`config.mk`:
```
export PLATFORM = sky130hd
export DESIGN_NAME = bdb_bridge
export DESIGN_NICKNAME = d
export VERILOG_FILES = /design/src/hdl/bdb_pkg.sv /design/src/hdl/bdb_bridge.sv /design/src/hdl/bdb_cam_slot.sv
export VERILOG_INCLUDE_DIRS = /design/src /design/src/hdl
export SDC_FILE = /design/constraint.sdc
export NUM_CORES = 2
export LEC_CHECK = 0
export BUFFER_PORTS_ARGS = -buffer_cell sky130_fd_sc_hd__buf_2
export CAP_MARGIN = 20
export CORE_UTILIZATION = 40
export DETAILED_ROUTE_END_ITERATION = 8
export PLACE_DENSITY = 0.65
export SLEW_MARGIN = 20
export SYNTH_ARGS = -nofsm -noshare
export SYNTH_HDL_FRONTEND = slang
export SYNTH_SLANG_ARGS = --single-unit
```
`constraint.sdc`:
```
create_clock -name sys_clk_i -period 6.7 [get_ports sys_clk_i]
set_input_delay 0.67 -clock sys_clk_i [delete_from_list [all_inputs] [get_ports sys_clk_i]]
set_output_delay 0.67 -clock sys_clk_i [all_outputs]
set_load 0.05 [all_outputs]
```
`src/hdl/bdb_cfg.svh`:
```
// constants of the expansion bus dma bridge: field positions, sizes, timing
// assumes a 25 MHz system clock; every cycle count below is derived from it
`ifndef BDB_CFG_SVH
`define BDB_CFG_SVH
`define BDB_CLK_MHZ 25
`define BDB_PAGE_LSB 9
`define BDB_CACHE_N 16
`define BDB_BLK_MAX 16
`define BDB_MAP_VALID_BIT 31
`define BDB_IO_PAGE_HI 9'h1FF
`define BDB_IRQ_BASE 5'h14
`define BDB_SACK_US 5
`define BDB_REPLY_US 5
`define BDB_IACK_US 5
`define BDB_SACK_CYC (`BDB_SACK_US * `BDB_CLK_MHZ)
`define BDB_REPLY_CYC (`BDB_REPLY_US * `BDB_CLK_MHZ)
`define BDB_IACK_CYC (`BDB_IACK_US * `BDB_CLK_MHZ)
`endif

```
`src/hdl/bdb_pkg.sv`:
```
// types shared by the bridge and its map cache slot
// assumes bdb_cfg.svh holds the numeric constants
package bdb_pkg;
   typedef enum logic [1:0] {
      SZ_WORD = 2'b00,
      SZ_LONG = 2'b01,
      SZ_QUAD = 2'b10,
      SZ_OCTA = 2'b11
   } bdb_size_e;
   typedef enum logic [2:0] {
      ST_IDLE = 3'b000,
      ST_MAPRD = 3'b001,
      ST_IBRD = 3'b010,
      ST_IBWR = 3'b011,
      ST_IBBLK = 3'b100,
      ST_FLUSH = 3'b101,
      ST_CPUMEM = 3'b110,
      ST_XB = 3'b111
   } bdb_state_e;
   typedef struct packed {
      logic map_ok;
      logic [19:0] page;
   } bdb_ent_s;
   typedef struct packed {
      logic req;
      logic wr;
      bdb_size_e size;
      logic [28:0] addr;
      logic [127:0] wdata;
   } bdb_mem_s;
   typedef struct packed {
      logic nosack;
      logic iack_to;
      logic nxm_to;
      logic mem_err;
      logic parity;
   } bdb_err_s;
endpackage

```
`src/hdl/bdb_bridge.sv`:
```
// expansion bus dma bridge: page map translation, inbound dma, outbound cpu
// assumes one synchronous clock; memory and expansion bus answer by pulses
`timescale 1ns/1ps
`include "bdb_cfg.svh"
module bdb_bridge (
   // clock and reset
   input wire logic sys_clk_i,
   input wire logic resetn_i,
   // configuration
   input wire logic external_access_enable_i,
   input wire logic [13:0] map_base_i,
   // inbound cycles
   input wire logic ib_valid_i,
   input wire logic [21:0] ib_addr_i,
   input wire logic ib_write_i,
   input wire logic ib_block_i,
   input wire logic ib_last_i,
   input wire logic [15:0] ib_wdata_i,
   output logic bus_reply_strobe_o,
   output logic [15:0] ib_rdata_o,
   // main memory dma port
   output bdb_pkg::bdb_mem_s processor_local_bus_o,
   input wire logic mem_ack_i,
   input wire logic mem_nxm_i,
   input wire logic mem_err_i,
   input wire logic [127:0] mem_rdata_i,
   // processor requests and map writes
   input wire logic cpu_req_i,
   input wire logic cpu_io_i,
   input wire logic cpu_write_i,
   input wire logic [28:0] cpu_addr_i,
   input wire logic [31:0] cpu_wdata_i,
   input wire logic map_wr_i,
   input wire logic [12:0] map_wr_idx_i,
   output logic cpu_done_o,
   output logic cpu_err_o,
   output logic [31:0] cpu_rdata_o,
   // outbound expansion bus transfers
   output logic xb_req_o,
   output logic [21:0] xb_addr_o,
   output logic xb_write_o,
   output logic xb_block_o,
   output logic [15:0] xb_wdata_o,
   input wire logic xb_sack_i,
   input wire logic xb_reply_i,
   input wire logic xb_parity_err_i,
   input wire logic [15:0] xb_rdata_i,
   // interrupts and errors
   input wire logic [3:0] bus_interrupt_requests_i,
   input wire logic iack_pend_i,
   output logic [4:0] irq_level_o,
   output bdb_pkg::bdb_err_s err_o
);
   bdb_pkg::bdb_state_e st_q, st_d;
   bdb_pkg::bdb_mem_s mem_q, mem_d;
   bdb_pkg::bdb_err_s err_q, err_d;
   bdb_pkg::bdb_ent_s ent, ent_v [`BDB_CACHE_N];
   logic [`BDB_CACHE_N-1:0] hit_v;
   logic hit, ld_en, ib_new, rb_hit;
   logic [12:0] look, ftag_q, ftag_d;
   logic [28:0] tr;
   logic [4:0] rem;
   logic ib_seen_q, ib_seen_d, cpu_seen_q, cpu_seen_d, fib_q, fib_d, blk_q, blk_d;
   logic reply_q, reply_d, done_q, done_d, cerr_q, cerr_d;
   logic [15:0] ibd_q, ibd_d;
   logic [31:0] crd_q, crd_d;
   logic xreq_q, xreq_d, xw_q, xw_d, sack_q, sack_d, xwr_q, xwr_d, xblk_q, xblk_d;
   logic [21:0] xad_q, xad_d;
   logic [15:0] xwd_q, xwd_d;
   logic [9:0] tmr_q, tmr_d, iak_q, iak_d;
   logic rbv_q, rbv_d;
   logic [18:0] rbt_q, rbt_d;
   logic [15:0] rb_q [4], rb_d [4];
   logic [15:0] wb_q [`BDB_BLK_MAX], wb_d [`BDB_BLK_MAX];
   logic [4:0] wcnt_q, wcnt_d, woff_q, woff_d;
   logic [28:0] wbase_q, wbase_d;
   logic [3:0] rr_q, rr_d;
   logic [4:0] irq_q, irq_d;

   ////////////////////////////////////////////////////////////////////////////
   // page map cache

   assign ib_new = ib_valid_i && !ib_seen_q;
   assign look = ib_new ? ib_addr_i[21:`BDB_PAGE_LSB] : cpu_addr_i[21:`BDB_PAGE_LSB];
   // sixteen slots searched at once, filled round robin
   genvar gi;
   generate
      for (gi = 0; gi < `BDB_CACHE_N; gi++) begin : g_cam
         bdb_cam_slot u_slot (
            .sys_clk_i(sys_clk_i),
            .resetn_i(resetn_i),
            .look_tag_i(look),
            .hit_o(hit_v[gi]),
            .ent_o(ent_v[gi]),
            .load_i(ld_en && (rr_q == 4'(gi))),
            .load_tag_i(ftag_q),
            .load_ent_i({mem_rdata_i[`BDB_MAP_VALID_BIT], mem_rdata_i[19:0]}),
            .inval_i(map_wr_i),
            .inval_tag_i(map_wr_idx_i)
         );
      end
   endgenerate

   // one-hot hit select; the 20-bit page cannot reach local io space
   always_comb begin
      ent = '0;
      for (int i = 0; i < `BDB_CACHE_N; i++) begin
         if (hit_v[i]) begin
            ent = ent_v[i];
         end
      end
   end
   assign hit = |hit_v;
   assign tr = {ent.page, ib_addr_i[`BDB_PAGE_LSB-1:0]};
   assign rb_hit = rbv_q && ib_block_i && !ib_write_i && (ib_addr_i[21:3] == rbt_q);
   assign rem = 5'(wcnt_q - woff_q);

   ////////////////////////////////////////////////////////////////////////////
   // transfer sequencer

   always_comb begin
      st_d = st_q;
      mem_d = mem_q;
      err_d = '0;
      ld_en = 1'b0;
      ftag_d = ftag_q;
      fib_d = fib_q;
      blk_d = blk_q;
      ib_seen_d = ib_seen_q && ib_valid_i;
      cpu_seen_d = cpu_seen_q && cpu_req_i;
      reply_d = 1'b0;
      ibd_d = ibd_q;
      done_d = 1'b0;
      cerr_d = 1'b0;
      crd_d = crd_q;
      xreq_d = xreq_q;
      xw_d = xw_q;
      sack_d = sack_q || xb_sack_i;
      tmr_d = xreq_q ? 10'(tmr_q + 10'h001) : tmr_q;
      rbv_d = rbv_q;
      rbt_d = rbt_q;
      rb_d = rb_q;
      wb_d = wb_q;
      wcnt_d = wcnt_q;
      woff_d = woff_q;
      wbase_d = wbase_q;
      unique case (st_q)
         bdb_pkg::ST_IDLE: begin
            if (ib_new) begin
               if (rb_hit && external_access_enable_i) begin
                  reply_d = 1'b1;
                  ibd_d = rb_q[ib_addr_i[2:1]];
                  ib_seen_d = 1'b1;
               end else if (external_access_enable_i) begin
                  if (!hit) begin
                     st_d = bdb_pkg::ST_MAPRD;
                     ftag_d = look;
                     fib_d = 1'b1;
                  end else if (ent.map_ok && ib_write_i) begin
                     reply_d = 1'b1;
                     ib_seen_d = 1'b1;
                     rbv_d = 1'b0;
                     if (ib_block_i) begin
                        wb_d[0] = ib_wdata_i;
                        wcnt_d = 5'h01;
                        woff_d = 5'h00;
                        wbase_d = tr;
                        st_d = ib_last_i ? bdb_pkg::ST_FLUSH : bdb_pkg::ST_IBBLK;
                     end else begin
                        mem_d = {1'b1, 1'b1, bdb_pkg::SZ_WORD, tr, {112'h0, ib_wdata_i}};
                        st_d = bdb_pkg::ST_IBWR;
                     end
                  end else if (ent.map_ok) begin
                     mem_d.req = 1'b1;
                     mem_d.wr = 1'b0;
                     mem_d.size = ib_block_i ? bdb_pkg::SZ_QUAD : bdb_pkg::SZ_WORD;
                     mem_d.addr = ib_block_i ? {tr[28:3], 3'h0} : tr;
                     blk_d = ib_block_i;
                     st_d = bdb_pkg::ST_IBRD;
                  end
               end
            end else if (cpu_req_i && !cpu_seen_q) begin
               if (!cpu_io_i && !hit) begin
                  st_d = bdb_pkg::ST_MAPRD;
                  ftag_d = look;
                  fib_d = 1'b0;
               end else if (!cpu_io_i && ent.map_ok) begin
                  // mapped back into memory whatever the enable says
                  mem_d = {1'b1, cpu_write_i, bdb_pkg::SZ_LONG,
                     ent.page, cpu_addr_i[8:2], 2'h0, 96'h0, cpu_wdata_i};
                  st_d = bdb_pkg::ST_CPUMEM;
               end else begin
                  xreq_d = 1'b1;
                  xw_d = 1'b0;
                  sack_d = 1'b0;
                  tmr_d = 10'h000;
                  st_d = bdb_pkg::ST_XB;
               end
            end
         end
         bdb_pkg::ST_MAPRD: begin
            mem_d = {1'b1, 1'b0, bdb_pkg::SZ_LONG, map_base_i, ftag_q, 2'h0, 128'h0};
            if (mem_ack_i) begin
               mem_d.req = 1'b0;
               st_d = bdb_pkg::ST_IDLE;
               err_d.mem_err = mem_err_i;
               ld_en = !mem_err_i;
               // a failed fetch would loop forever, so give the cycle up
               if (mem_err_i && fib_q) begin
                  ib_seen_d = 1'b1;
               end else if (mem_err_i) begin
                  done_d = 1'b1;
                  cerr_d = 1'b1;
                  cpu_seen_d = 1'b1;
               end
            end
         end
         bdb_pkg::ST_IBRD: begin
            if (mem_ack_i) begin
               mem_d.req = 1'b0;
               st_d = bdb_pkg::ST_IDLE;
               ib_seen_d = 1'b1;
               err_d.mem_err = mem_err_i;
               if (!mem_err_i && !mem_nxm_i) begin
                  reply_d = 1'b1;
                  ibd_d = blk_q ? mem_rdata_i[{ib_addr_i[2:1], 4'h0} +: 16] : mem_rdata_i[15:0];
                  if (blk_q) begin
                     rbv_d = 1'b1;
                     rbt_d = ib_addr_i[21:3];
                     for (int k = 0; k < 4; k++) begin
                        rb_d[k] = mem_rdata_i[16*k +: 16];
                     end
                  end
               end
            end
         end
         bdb_pkg::ST_IBWR: begin
            if (mem_ack_i) begin
               mem_d.req = 1'b0;
               st_d = bdb_pkg::ST_IDLE;
               err_d.mem_err = mem_err_i;
            end
         end
         bdb_pkg::ST_IBBLK: begin
            if (ib_new && ib_block_i && ib_write_i) begin
               wb_d[wcnt_q[3:0]] = ib_wdata_i;
               wcnt_d = 5'(wcnt_q + 5'h01);
               reply_d = 1'b1;
               ib_seen_d = 1'b1;
               if (ib_last_i || (wcnt_q == 5'(`BDB_BLK_MAX - 1))) begin
                  st_d = bdb_pkg::ST_FLUSH;
               end
            end else if (ib_new) begin
               st_d = bdb_pkg::ST_FLUSH; // other cycle waits until the block is stored
            end
         end
         bdb_pkg::ST_FLUSH: begin
            if (mem_ack_i) begin
               mem_d.req = 1'b0;
               err_d.mem_err = mem_err_i;
               woff_d = 5'(woff_q + (5'h01 << mem_q.size));
            end else if (!mem_q.req && (rem == 5'h00)) begin
               st_d = bdb_pkg::ST_IDLE;
            end else if (!mem_q.req) begin
               mem_d.req = 1'b1;
               mem_d.wr = 1'b1;
               // largest size that still fits the words left
               mem_d.size = (rem >= 5'h08) ? bdb_pkg::SZ_OCTA :
                  (rem >= 5'h04) ? bdb_pkg::SZ_QUAD :
                  (rem >= 5'h02) ? bdb_pkg::SZ_LONG : bdb_pkg::SZ_WORD;
               mem_d.addr = 29'(wbase_q + {woff_q, 1'b0});
               for (int k = 0; k < 8; k++) begin
                  mem_d.wdata[16*k +: 16] = wb_q[4'(woff_q + 5'(k))];
               end
            end
         end
         bdb_pkg::ST_CPUMEM: begin
            if (mem_ack_i) begin
               mem_d.req = 1'b0;
               st_d = bdb_pkg::ST_IDLE;
               done_d = 1'b1;
               cpu_seen_d = 1'b1;
               cerr_d = mem_err_i || mem_nxm_i;
               crd_d = mem_rdata_i[31:0];
            end
         end
         bdb_pkg::ST_XB: begin
            if (xreq_q && xb_reply_i) begin
               crd_d[{xw_q, 4'h0} +: 16] = xb_rdata_i;
               err_d.parity = xb_parity_err_i;
               tmr_d = 10'h000;
               xw_d = 1'b1;
               if (xw_q) begin
                  xreq_d = 1'b0;
                  done_d = 1'b1;
                  cpu_seen_d = 1'b1;
                  st_d = bdb_pkg::ST_IDLE;
               end else if (cpu_io_i) begin
                  xreq_d = 1'b0;
                  sack_d = 1'b0;
               end
            end else if (!xreq_q) begin
               xreq_d = 1'b1; // second io word
               tmr_d = 10'h000;
            end else if ((!sack_q && (tmr_q == 10'(`BDB_SACK_CYC))) ||
                  (sack_q && (tmr_q == 10'(`BDB_REPLY_CYC)))) begin
               err_d.nosack = !sack_q;
               err_d.nxm_to = sack_q;
               xreq_d = 1'b0;
               done_d = 1'b1;
               cerr_d = 1'b1;
               cpu_seen_d = 1'b1;
               st_d = bdb_pkg::ST_IDLE;
            end
         end
      endcase
      // word address and data follow the word counter
      xad_d = cpu_io_i ? {`BDB_IO_PAGE_HI, cpu_addr_i[12:2], xw_d, 1'b0} :
         {cpu_addr_i[21:2], xw_d, 1'b0};
      xwd_d = xw_d ? cpu_wdata_i[31:16] : cpu_wdata_i[15:0];
      xwr_d = cpu_write_i;
      xblk_d = !cpu_io_i;
      rr_d = ld_en ? 4'(rr_q + 4'h1) : rr_q;
      // interrupt acknowledge watchdog fires once per stuck acknowledge
      iak_d = !iack_pend_i ? 10'h000 :
         (iak_q == 10'(`BDB_IACK_CYC)) ? iak_q : 10'(iak_q + 10'h001);
      err_d.iack_to = iack_pend_i && (iak_q == 10'(`BDB_IACK_CYC - 1));
      // highest request level wins
      irq_d = 5'h00;
      for (int i = 0; i < 4; i++) begin
         if (bus_interrupt_requests_i[i]) begin
            irq_d = 5'(`BDB_IRQ_BASE + 5'(i));
         end
      end
   end

   always_ff @(posedge sys_clk_i or negedge resetn_i) begin
      if (!resetn_i) begin
         st_q <= bdb_pkg::ST_IDLE;
         mem_q <= '0;
         err_q <= '0;
         {ftag_q, fib_q, blk_q, ib_seen_q, cpu_seen_q} <= '0;
         {reply_q, ibd_q, done_q, cerr_q, crd_q} <= '0;
         {xreq_q, xw_q, sack_q, xwr_q, xblk_q, xad_q, xwd_q, tmr_q} <= '0;
         {rbv_q, rbt_q, wcnt_q, woff_q, wbase_q, rr_q, irq_q, iak_q} <= '0;
         rb_q <= '{default: 16'h0000};
         wb_q <= '{default: 16'h0000};
      end else begin
         st_q <= st_d;
         mem_q <= mem_d;
         err_q <= err_d;
         {ftag_q, fib_q, blk_q, ib_seen_q, cpu_seen_q} <= {ftag_d, fib_d, blk_d, ib_seen_d, cpu_seen_d};
         {reply_q, ibd_q, done_q, cerr_q, crd_q} <= {reply_d, ibd_d, done_d, cerr_d, crd_d};
         {xreq_q, xw_q, sack_q, xwr_q, xblk_q} <= {xreq_d, xw_d, sack_d, xwr_d, xblk_d};
         {xad_q, xwd_q, tmr_q} <= {xad_d, xwd_d, tmr_d};
         {rbv_q, rbt_q, wcnt_q, woff_q} <= {rbv_d, rbt_d, wcnt_d, woff_d};
         {wbase_q, rr_q, irq_q, iak_q} <= {wbase_d, rr_d, irq_d, iak_d};
         rb_q <= rb_d;
         wb_q <= wb_d;
      end
   end

   assign bus_reply_strobe_o = reply_q;
   assign ib_rdata_o = ibd_q;
   assign processor_local_bus_o = mem_q;
   assign {cpu_done_o, cpu_err_o, cpu_rdata_o} = {done_q, cerr_q, crd_q};
   assign {xb_req_o, xb_addr_o, xb_write_o, xb_block_o, xb_wdata_o} =
      {xreq_q, xad_q, xwr_q, xblk_q, xwd_q};
   assign irq_level_o = irq_q;
   assign err_o = err_q;
endmodule

```
`src/hdl/bdb_cam_slot.sv`:
```
// one fully associative slot of the page map cache
// assumes the owner loads at most one slot per cycle
`timescale 1ns/1ps
module bdb_cam_slot (
   // clock and reset
   input wire logic sys_clk_i,
   input wire logic resetn_i,
   // lookup
   input wire logic [12:0] look_tag_i,
   output logic hit_o,
   output bdb_pkg::bdb_ent_s ent_o,
   // fill and invalidate
   input wire logic load_i,
   input wire logic [12:0] load_tag_i,
   input bdb_pkg::bdb_ent_s load_ent_i,
   input wire logic inval_i,
   input wire logic [12:0] inval_tag_i
);
   logic cache_entry_valid_q, cache_entry_valid_d;
   logic [12:0] tag_q, tag_d;
   bdb_pkg::bdb_ent_s ent_q, ent_d;

   // invalidate beats a fill of the same tag so a stale copy never survives
   always_comb begin
      cache_entry_valid_d = cache_entry_valid_q;
      tag_d = tag_q;
      ent_d = ent_q;
      if (load_i) begin
         cache_entry_valid_d = 1'b1;
         tag_d = load_tag_i;
         ent_d = load_ent_i;
      end
      if (inval_i && cache_entry_valid_d && (tag_d == inval_tag_i)) begin
         cache_entry_valid_d = 1'b0;
      end
   end

   always_ff @(posedge sys_clk_i or negedge resetn_i) begin
      if (!resetn_i) begin
         cache_entry_valid_q <= 1'b0;
         tag_q <= 13'h0000;
         ent_q <= '0;
      end else begin
         cache_entry_valid_q <= cache_entry_valid_d;
         tag_q <= tag_d;
         ent_q <= ent_d;
      end
   end

   assign hit_o = cache_entry_valid_q && (tag_q == look_tag_i);
   assign ent_o = ent_q;
endmodule

```
* Yosys cells after proc, flatten, opt, wreduce, memory -nomap -nowiden *
Index checks and enable logic that the tools add are counted.

storage, ports and cells
  register bits = 1248
  bits of input ports = 292
  output and inout bits = 263

cells by class
  $add $sub $neg = 15
  magnitude comparators = 14
  equal/unequal tests = 105
  shift operators = 4
  muxes and demuxes = 290
  bitwise gates (word level) = 12
  reductions and logical operators = 129

operators with widths
  kind                                                      number
  161-bit 2-to-1 mux                                        9
  16-bit binary-select mux with 4-bit select                8
  16-bit 2-to-1 mux                                         31
  160-bit one-hot mux with 3 select lines                   1
  13-bit == test                                            32
  21-bit 2-to-1 mux                                         16
  160-bit 2-to-1 mux                                        2
  13-bit 2-to-1 mux                                         23
  256-bit bitwise mux                                       1
  256-bit 2-to-1 mux                                        1
  128-bit 2-to-1 mux                                        1
  128-bit by 7-bit variable part select with 16-bit output  1
  1-bit 2-to-1 mux                                          122
  10-bit 2-to-1 mux                                         9
  5-bit 2-to-1 mux                                          18
  1-bit logical AND                                         85
  33-bit 2-to-1 mux                                         2
  16-bit demux with 4-bit select                            1
  32-bit 2-to-1 mux                                         2
  16-bit one-hot mux with 2 select lines                    2
  32-bit one-hot mux with 2 select lines                    1
  3-bit 2-to-1 mux                                          20
  2-bit != test, second input constant                      26
  5-bit >= comparator, second input constant                9
  other kinds (65)                                          146

* Longest topological paths before layout *
  word-level depth = 28
  depth in mapped cells = 20
  depth with buffers taken out = 16

* By module *
From an unflattened synthesis, not the netlist that was laid out.

second synthesis, totals
  cells, all modules = 5595
  area total of the unflattened synthesis = 69366.5 um^2

modules (own cells, without submodules)
  module        instances  cells an instance  area an instance (um^2)
  bdb_bridge    1          3835               43521.7
  bdb_cam_slot  16         110                1615.3

* Least setup slack after synthesis *
Ideal clock, no wire load.

  path type = register to register
  start = register woff_q[1]
  end = register mem_q (netlist bit processor_local_bus_o[28])
  arrival time = 4.574 ns
  required time = 6.572 ns
  path slack = 1.999 ns
  stages on the path, launching flop included = 20
  path buffers = 5
  clock period less this slack = 4.701 ns
  path through = dfrtp_1 > buf_1 > clkbuf_1 > clkbuf_1 > inv_1 > fa_1 > a21oi_1 > nand2b_1 > nand2_1 > mux2i_1 > a22oi_1 > nor2_1 > nand4_1 > a31oi_1 > a2111oi_0 > a21boi_2 > o21ai_1 > buf_4 > buf_4 > mux2_1

between the ends
  cells in the longest elaborated chain, start to end = 9
  elaborated cells between the ends (all ways) = 14

ends and longest elaborated chain
  item                                                  line               text
  start, declared                                       bdb_bridge.sv:75   logic [4:0] wcnt_q, wcnt_d, woff_q, woff_d;
  start signal, assigned                                bdb_bridge.sv:356  {rbv_q, rbt_q, wcnt_q, woff_q} <= {rbv_d, rbt_d, wcnt_d, woff_d};
  4-bit by 1-bit adder with 4-bit output                bdb_bridge.sv:273  mem_d.wdata[16*k +: 16] = wb_q[4'(woff_q + 5'(k))];
  4-bit NOT with 5-bit output (not written as such)     bdb_bridge.sv:273
  16-bit binary-select mux with 4-bit select            bdb_bridge.sv:273
  16-bit 2-to-1 mux (not written as such) (2 in a row)  bdb_bridge.sv:273
  160-bit 2-to-1 mux                                    bdb_bridge.sv:264  end else if (!mem_q.req) begin
  161-bit 2-to-1 mux                                    bdb_bridge.sv:262  end else if (!mem_q.req && (rem == 5'h00)) begin
  160-bit 2-to-1 mux                                    bdb_bridge.sv:258  if (mem_ack_i) begin
  160-bit one-hot mux with 3 select lines               bdb_bridge.sv:147  unique case (st_q)
  end signal, assigned                                  bdb_bridge.sv:350  mem_q <= mem_d;
  end, declared                                         bdb_bridge.sv:55   bdb_pkg::bdb_mem_s mem_q, mem_d;

Several ways; a longest one is shown, not always the timed one. The select of a mux whose other input is x is not followed.
A chain may end at the register's enable or synchronous reset.

* Worst setup path after layout *
  start = register ib_seen_q
  end = register xwd_q[6], in the netlist xb_wdata_o[6]

between the ends
  cells in the longest elaborated chain, start to end = 28
  elaborated cells between the ends (all ways) = 61

ends and longest elaborated chain
  item                                     line                text
  start, declared                          bdb_bridge.sv:63    logic ib_seen_q, ib_seen_d, cpu_seen_q, cpu_seen_d, fib_q, fib_d, blk_q, blk_d;
  start signal, assigned                   bdb_bridge.sv:352   {ftag_q, fib_q, blk_q, ib_seen_q, cpu_seen_q} <= {ftag_d, fib_d, blk_d, ib_seen_d, cpu_seen_d};
  1-bit zero test *                        bdb_bridge.sv:83    assign ib_new = ib_valid_i && !ib_seen_q;
  1-bit logical AND *                      bdb_bridge.sv:83
  13-bit 2-to-1 mux                        bdb_bridge.sv:84    assign look = ib_new ? ib_addr_i[21:`BDB_PAGE_LSB] : cpu_addr_i[21:`BDB_PAGE_LSB];
  13-bit == test                           bdb_cam_slot.sv:50  assign hit_o = cache_entry_valid_q && (tag_q == look_tag_i);
  1-bit logical AND                        bdb_cam_slot.sv:50
  21-bit 2-to-1 mux (16 in a row)          bdb_bridge.sv:108   if (hit_v[i]) begin
  1-bit logical AND                        bdb_bridge.sv:187   end else if (!cpu_io_i && ent.map_ok) begin
  1-bit 2-to-1 mux                         bdb_bridge.sv:187
  1-bit 2-to-1 mux                         bdb_bridge.sv:183   if (!cpu_io_i && !hit) begin
  1-bit 2-to-1 mux                         bdb_bridge.sv:182   end else if (cpu_req_i && !cpu_seen_q) begin
  1-bit 2-to-1 mux *                       bdb_bridge.sv:149   if (ib_new) begin
  1-bit one-hot mux with 2 select lines *  bdb_bridge.sv:147
  16-bit 2-to-1 mux *                      bdb_bridge.sv:320   xwd_d = xw_d ? cpu_wdata_i[31:16] : cpu_wdata_i[15:0];
  via xwd_d[6]                             bdb_bridge.sv:69    logic [15:0] xwd_q, xwd_d;
  end signal, assigned                     bdb_bridge.sv:355   {xad_q, xwd_q, tmr_q} <= {xad_d, xwd_d, tmr_d};
  end, declared                            bdb_bridge.sv:69

Mark *: on every way through the listed nets, which the timed path passes. The rest lies on a longest branch.

==> metrics.txt <==
status=finished clean; sequential share of the synthesized area=0.4304; CTS tree=yes; WL/cell=30.10 µm; Syn Inst Count=6,444; slowest CP cell=mux2i_2; CP max stage delay=0.96 ns; most common cell after layout, fill and taps aside=dfrtp_1; Resize count post-CTS=0; Peak VDD IR=0.3656 mV; total grt overflow=0; reg2reg path depth=16; Die Width=427.2 µm; pin count of the biggest net entering global routing=165; H-tree depth=4; Cell Area, Synth=72,330 µm²; DR DRC count=0; # fillers=16,319; crit path kind=register to register; Post-Syn Area per Cell=11.22 µm²; GPL Wtd Cong=0.9879; Leak=37.50 nW; DRT Pass-1 Iters=6; Worst Hold Class=input pin to register; vias in the first global route=56,808; gr usage total=0.2992; Max Slew Vio Count=0; first-pass GRT wire length=399.3 mm; FP Rows=155; RSZ-0062 raised after global routing=no; Crit path max-delay family=compound AO/OA/AOI/OAI gates; Starting Density=0.4041; Routed WL=279.1 mm; library cells used by synthesis=111; Fmax=171.1 MHz; Clock Path Buffers=3; most frequent cells in the layout=dfrtp_1, mux2_2, nand2_1, buf_2, nor2_1; fin crit share=0.8723; Slew @ Worst Pin=1.200 ns; Clk Latency, worst-skew pair=0.84 ns; Worst-path clk slew=0.06 ns; I/O Pins=555; worst path cell trace=and2b_4 > mux2i_2 > xnor2_1 > a211oi_1 > nand2_1 > buf_4 > and2_1 > nand2_1 > buf_4 > nor4_1 > a211oi_1 > buf_4 > o21bai_1 > a21oi_4 > buf_12 > mux2_1; Final min period=5.844 ns; ys async rst share=1.000; Clock Skews=0.06509 ns; remaining antenna violation count after routing=0; Worst R2R End=xb_wdata_o[6]; Seq cells post-synth=1,244; layout cells sized above 1=0.3324; Layout area overhead=14.51%; number of synthesized flops with an enable pin=0; initial antenna violation count=27; max-cap violations=0; port bufs=479; hold path endpoint=irq_level_o[0]; root buf cell=clkbuf_16; pwr dens=399.1 nW/µm²; worst hold margin=0.04027 ns; hold depth=2; Critical Path RT=7.41 ns; vias=59,090; die area=182,500 µm²; via/cell ratio=6.373; total core area=179,000 µm²; initial DRC count=6,941; Reg2Reg Setup Slack=0.86 ns; # setup viols final=0; final net count=7,125; TritonCTS Buffers=144; setup TNS=0 ns; Die H=427.2 µm; FF-to-FF Start=ib_seen_q; sum of buffers and inverters on the critical path=4; worst-path fanout max=32; Sink Count=1,244; Most used DFF post-synth=dfrtp_1; hold path start=bus_interrupt_requests_i[3]; yosys warns=0; relative slew slack=0.1999; Setup crit end kind=register; Startpoint Class=register; worst path arrival time=6.55 ns; CP most frequent cell=buf_4; Final HPWL DP=189.5 mm; final hold vios=0
==> layer usage <==
metal / GRT usage / vias to the layer above / routed length, µm
li1: - / 24470 / -
met1: 0.3803 / 30046 / 104800
met2: 0.4547 / 3651 / 125200
met3: 0.07637 / 905 / 29030
met4: 0.1881 / 18 / 20030
met5: 0 / - / 111
==> what timing repair did <==
| action | 4_1_cts | 5_1_grt |
|---|---|---|
| setup buffers | 0 | 0 |
| hold endpoints to repair | 100 | 0 |
| hold buffers | 9 | 0 |
==> power breakdown <==
group	switching, mW	internal (mW)	total, mW
combinational	9.13	5.03	14.2
sequential	1.61	9.22	10.8
clock	3.42	4.66	8.08
==> per-stage QoR <==
| stage | worst slack, ns | util | power, mW | std cells | area (µm²) |
|---|---|---|---|---|---|
| 6_report | 0.8558 | 0.4627 | 33.06 | 9272 | 82830 |
| 5_1_grt | 0.7657 | 0.4626 | 34.28 | 9264 | 82810 |
| 4_1_cts | 1.052 | 0.4624 | 32.84 | 9256 | 82780 |
| 3_5_place_dp | 0.8015 | 0.4353 | 24.72 | 8994 | 77910 |
| 3_3_place_gp | 0.8596 | 0.4350 | 24.43 | 8992 | 77860 |
| 2_1_floorplan | 1.999 | - | 19.82 | 6445 | 72340 |
==> logic make-up after synthesis <==
family	count (synthesis)	synth area share
fa+ha+maj	38	0.006885
mux	1367	0.2643
xor+xnor	410	0.04965
buf+inv	692	0.03928
compound gates	1081	0.1015
simple gates	1611	0.1079
other cells	1	0.00005184
flops	1244	0.4304
==> final cells by class <==
type | count | area (µm²) | share of cell area
Clock buffer | 208 | 4156 | 0.05018
Multi-Input combinational cell | 4509 | 38690 | 0.4671
Clock inverter | 45 | 618.1 | 0.007462
Timing Repair Buffer | 735 | 4631 | 0.05591
Sequential cell | 1244 | 31140 | 0.3760
Antenna cell | 15 | 37.54 | 0.0004532
Inverter | 161 | 604.3 | 0.007296
Tap cell | 2355 | 2947 | 0.03558
==> sequential cells by signal (all words and copies together), names as in the netlist, 13 cells and up <==
| signal | flops |
|---|---|
| processor_local_bus_o | 161 |
| rbt_q | 19 |
| wbase_q | 29 |
| xb_addr_o | 21 |
| rb_q | 64 |
| wb_q | 256 |
| g_cam.u_slot.tag_q | 208 |
| ftag_q | 13 |
| ib_rdata_o | 16 |
| cpu_rdata_o | 32 |
| g_cam.u_slot.cache_entry_valid_q | 16 |
| g_cam.u_slot.ent_o | 336 |
| xb_wdata_o | 16 |
==> worst max path at each step <==
| stage | from | end | depth (start not counted) |
|---|---|---|---|
| 6_report | ib_seen_q | xb_wdata_o[6] | 16 |
| 5_1_grt | ib_seen_q | xb_wdata_o[8] | 16 |
| 3_3_place_gp | ib_valid_i | xb_wdata_o[15] | 17 |
| 3_5_place_dp | ib_valid_i | xb_wdata_o[0] | 17 |
| 2_1_floorplan | woff_q[1] | processor_local_bus_o[28] | 19 |
| 4_1_cts | ib_seen_q | xb_wdata_o[0] | 16 |
==> worst register-to-register path, delay by kind of cell, from the launching register on <==
| kind | cells | cell delay (ns) |
|---|---|---|
| buf+inv | 4 | 0.81 |
| flops | 1 | 0.59 |
| mux | 2 | 1.35 |
| xor+xnor | 1 | 0.14 |
| compound gates | 4 | 1.59 |
| simple gates | 5 | 1.26 |
==> cell usage after synthesis, types with 21 or more instances <==
library cell	n	area (µm²)
nand3_1	171	855.8
o21ai_0	192	960.9
and2_1	35	219.0
mux2_1	35	394.1
a31oi_1	75	469.2
o211ai_1	22	165.2
a211oi_1	30	225.2
o2111ai_1	21	183.9
a32o_1	34	340.3
dfrtp_1	1244	31130
nand4_1	41	256.5
and3_1	37	231.5
nand2b_1	54	337.8
clkbuf_1	363	1363
a22o_1	88	770.7
nand3b_1	23	172.7
or3_1	40	250.2
o221ai_1	40	350.3
ha_1	35	437.9
nand4b_1	36	315.3
inv_1	149	559.3
mux2_2	910	10250
mux4_2	336	7567
nor2b_1	28	175.2
buf_1	81	304.0
nor2_1	378	1419
nor4_1	48	300.3
a221oi_1	27	236.5
a21oi_1	278	1391
o22ai_1	75	469.2
xor2_1	158	1384
nand2_1	524	1967
xnor2_1	252	2207
buf_2	60	300.3
mux2i_1	77	770.7
nor3_1	118	590.6
Note: power is estimated with default switching activity, not from simulation.
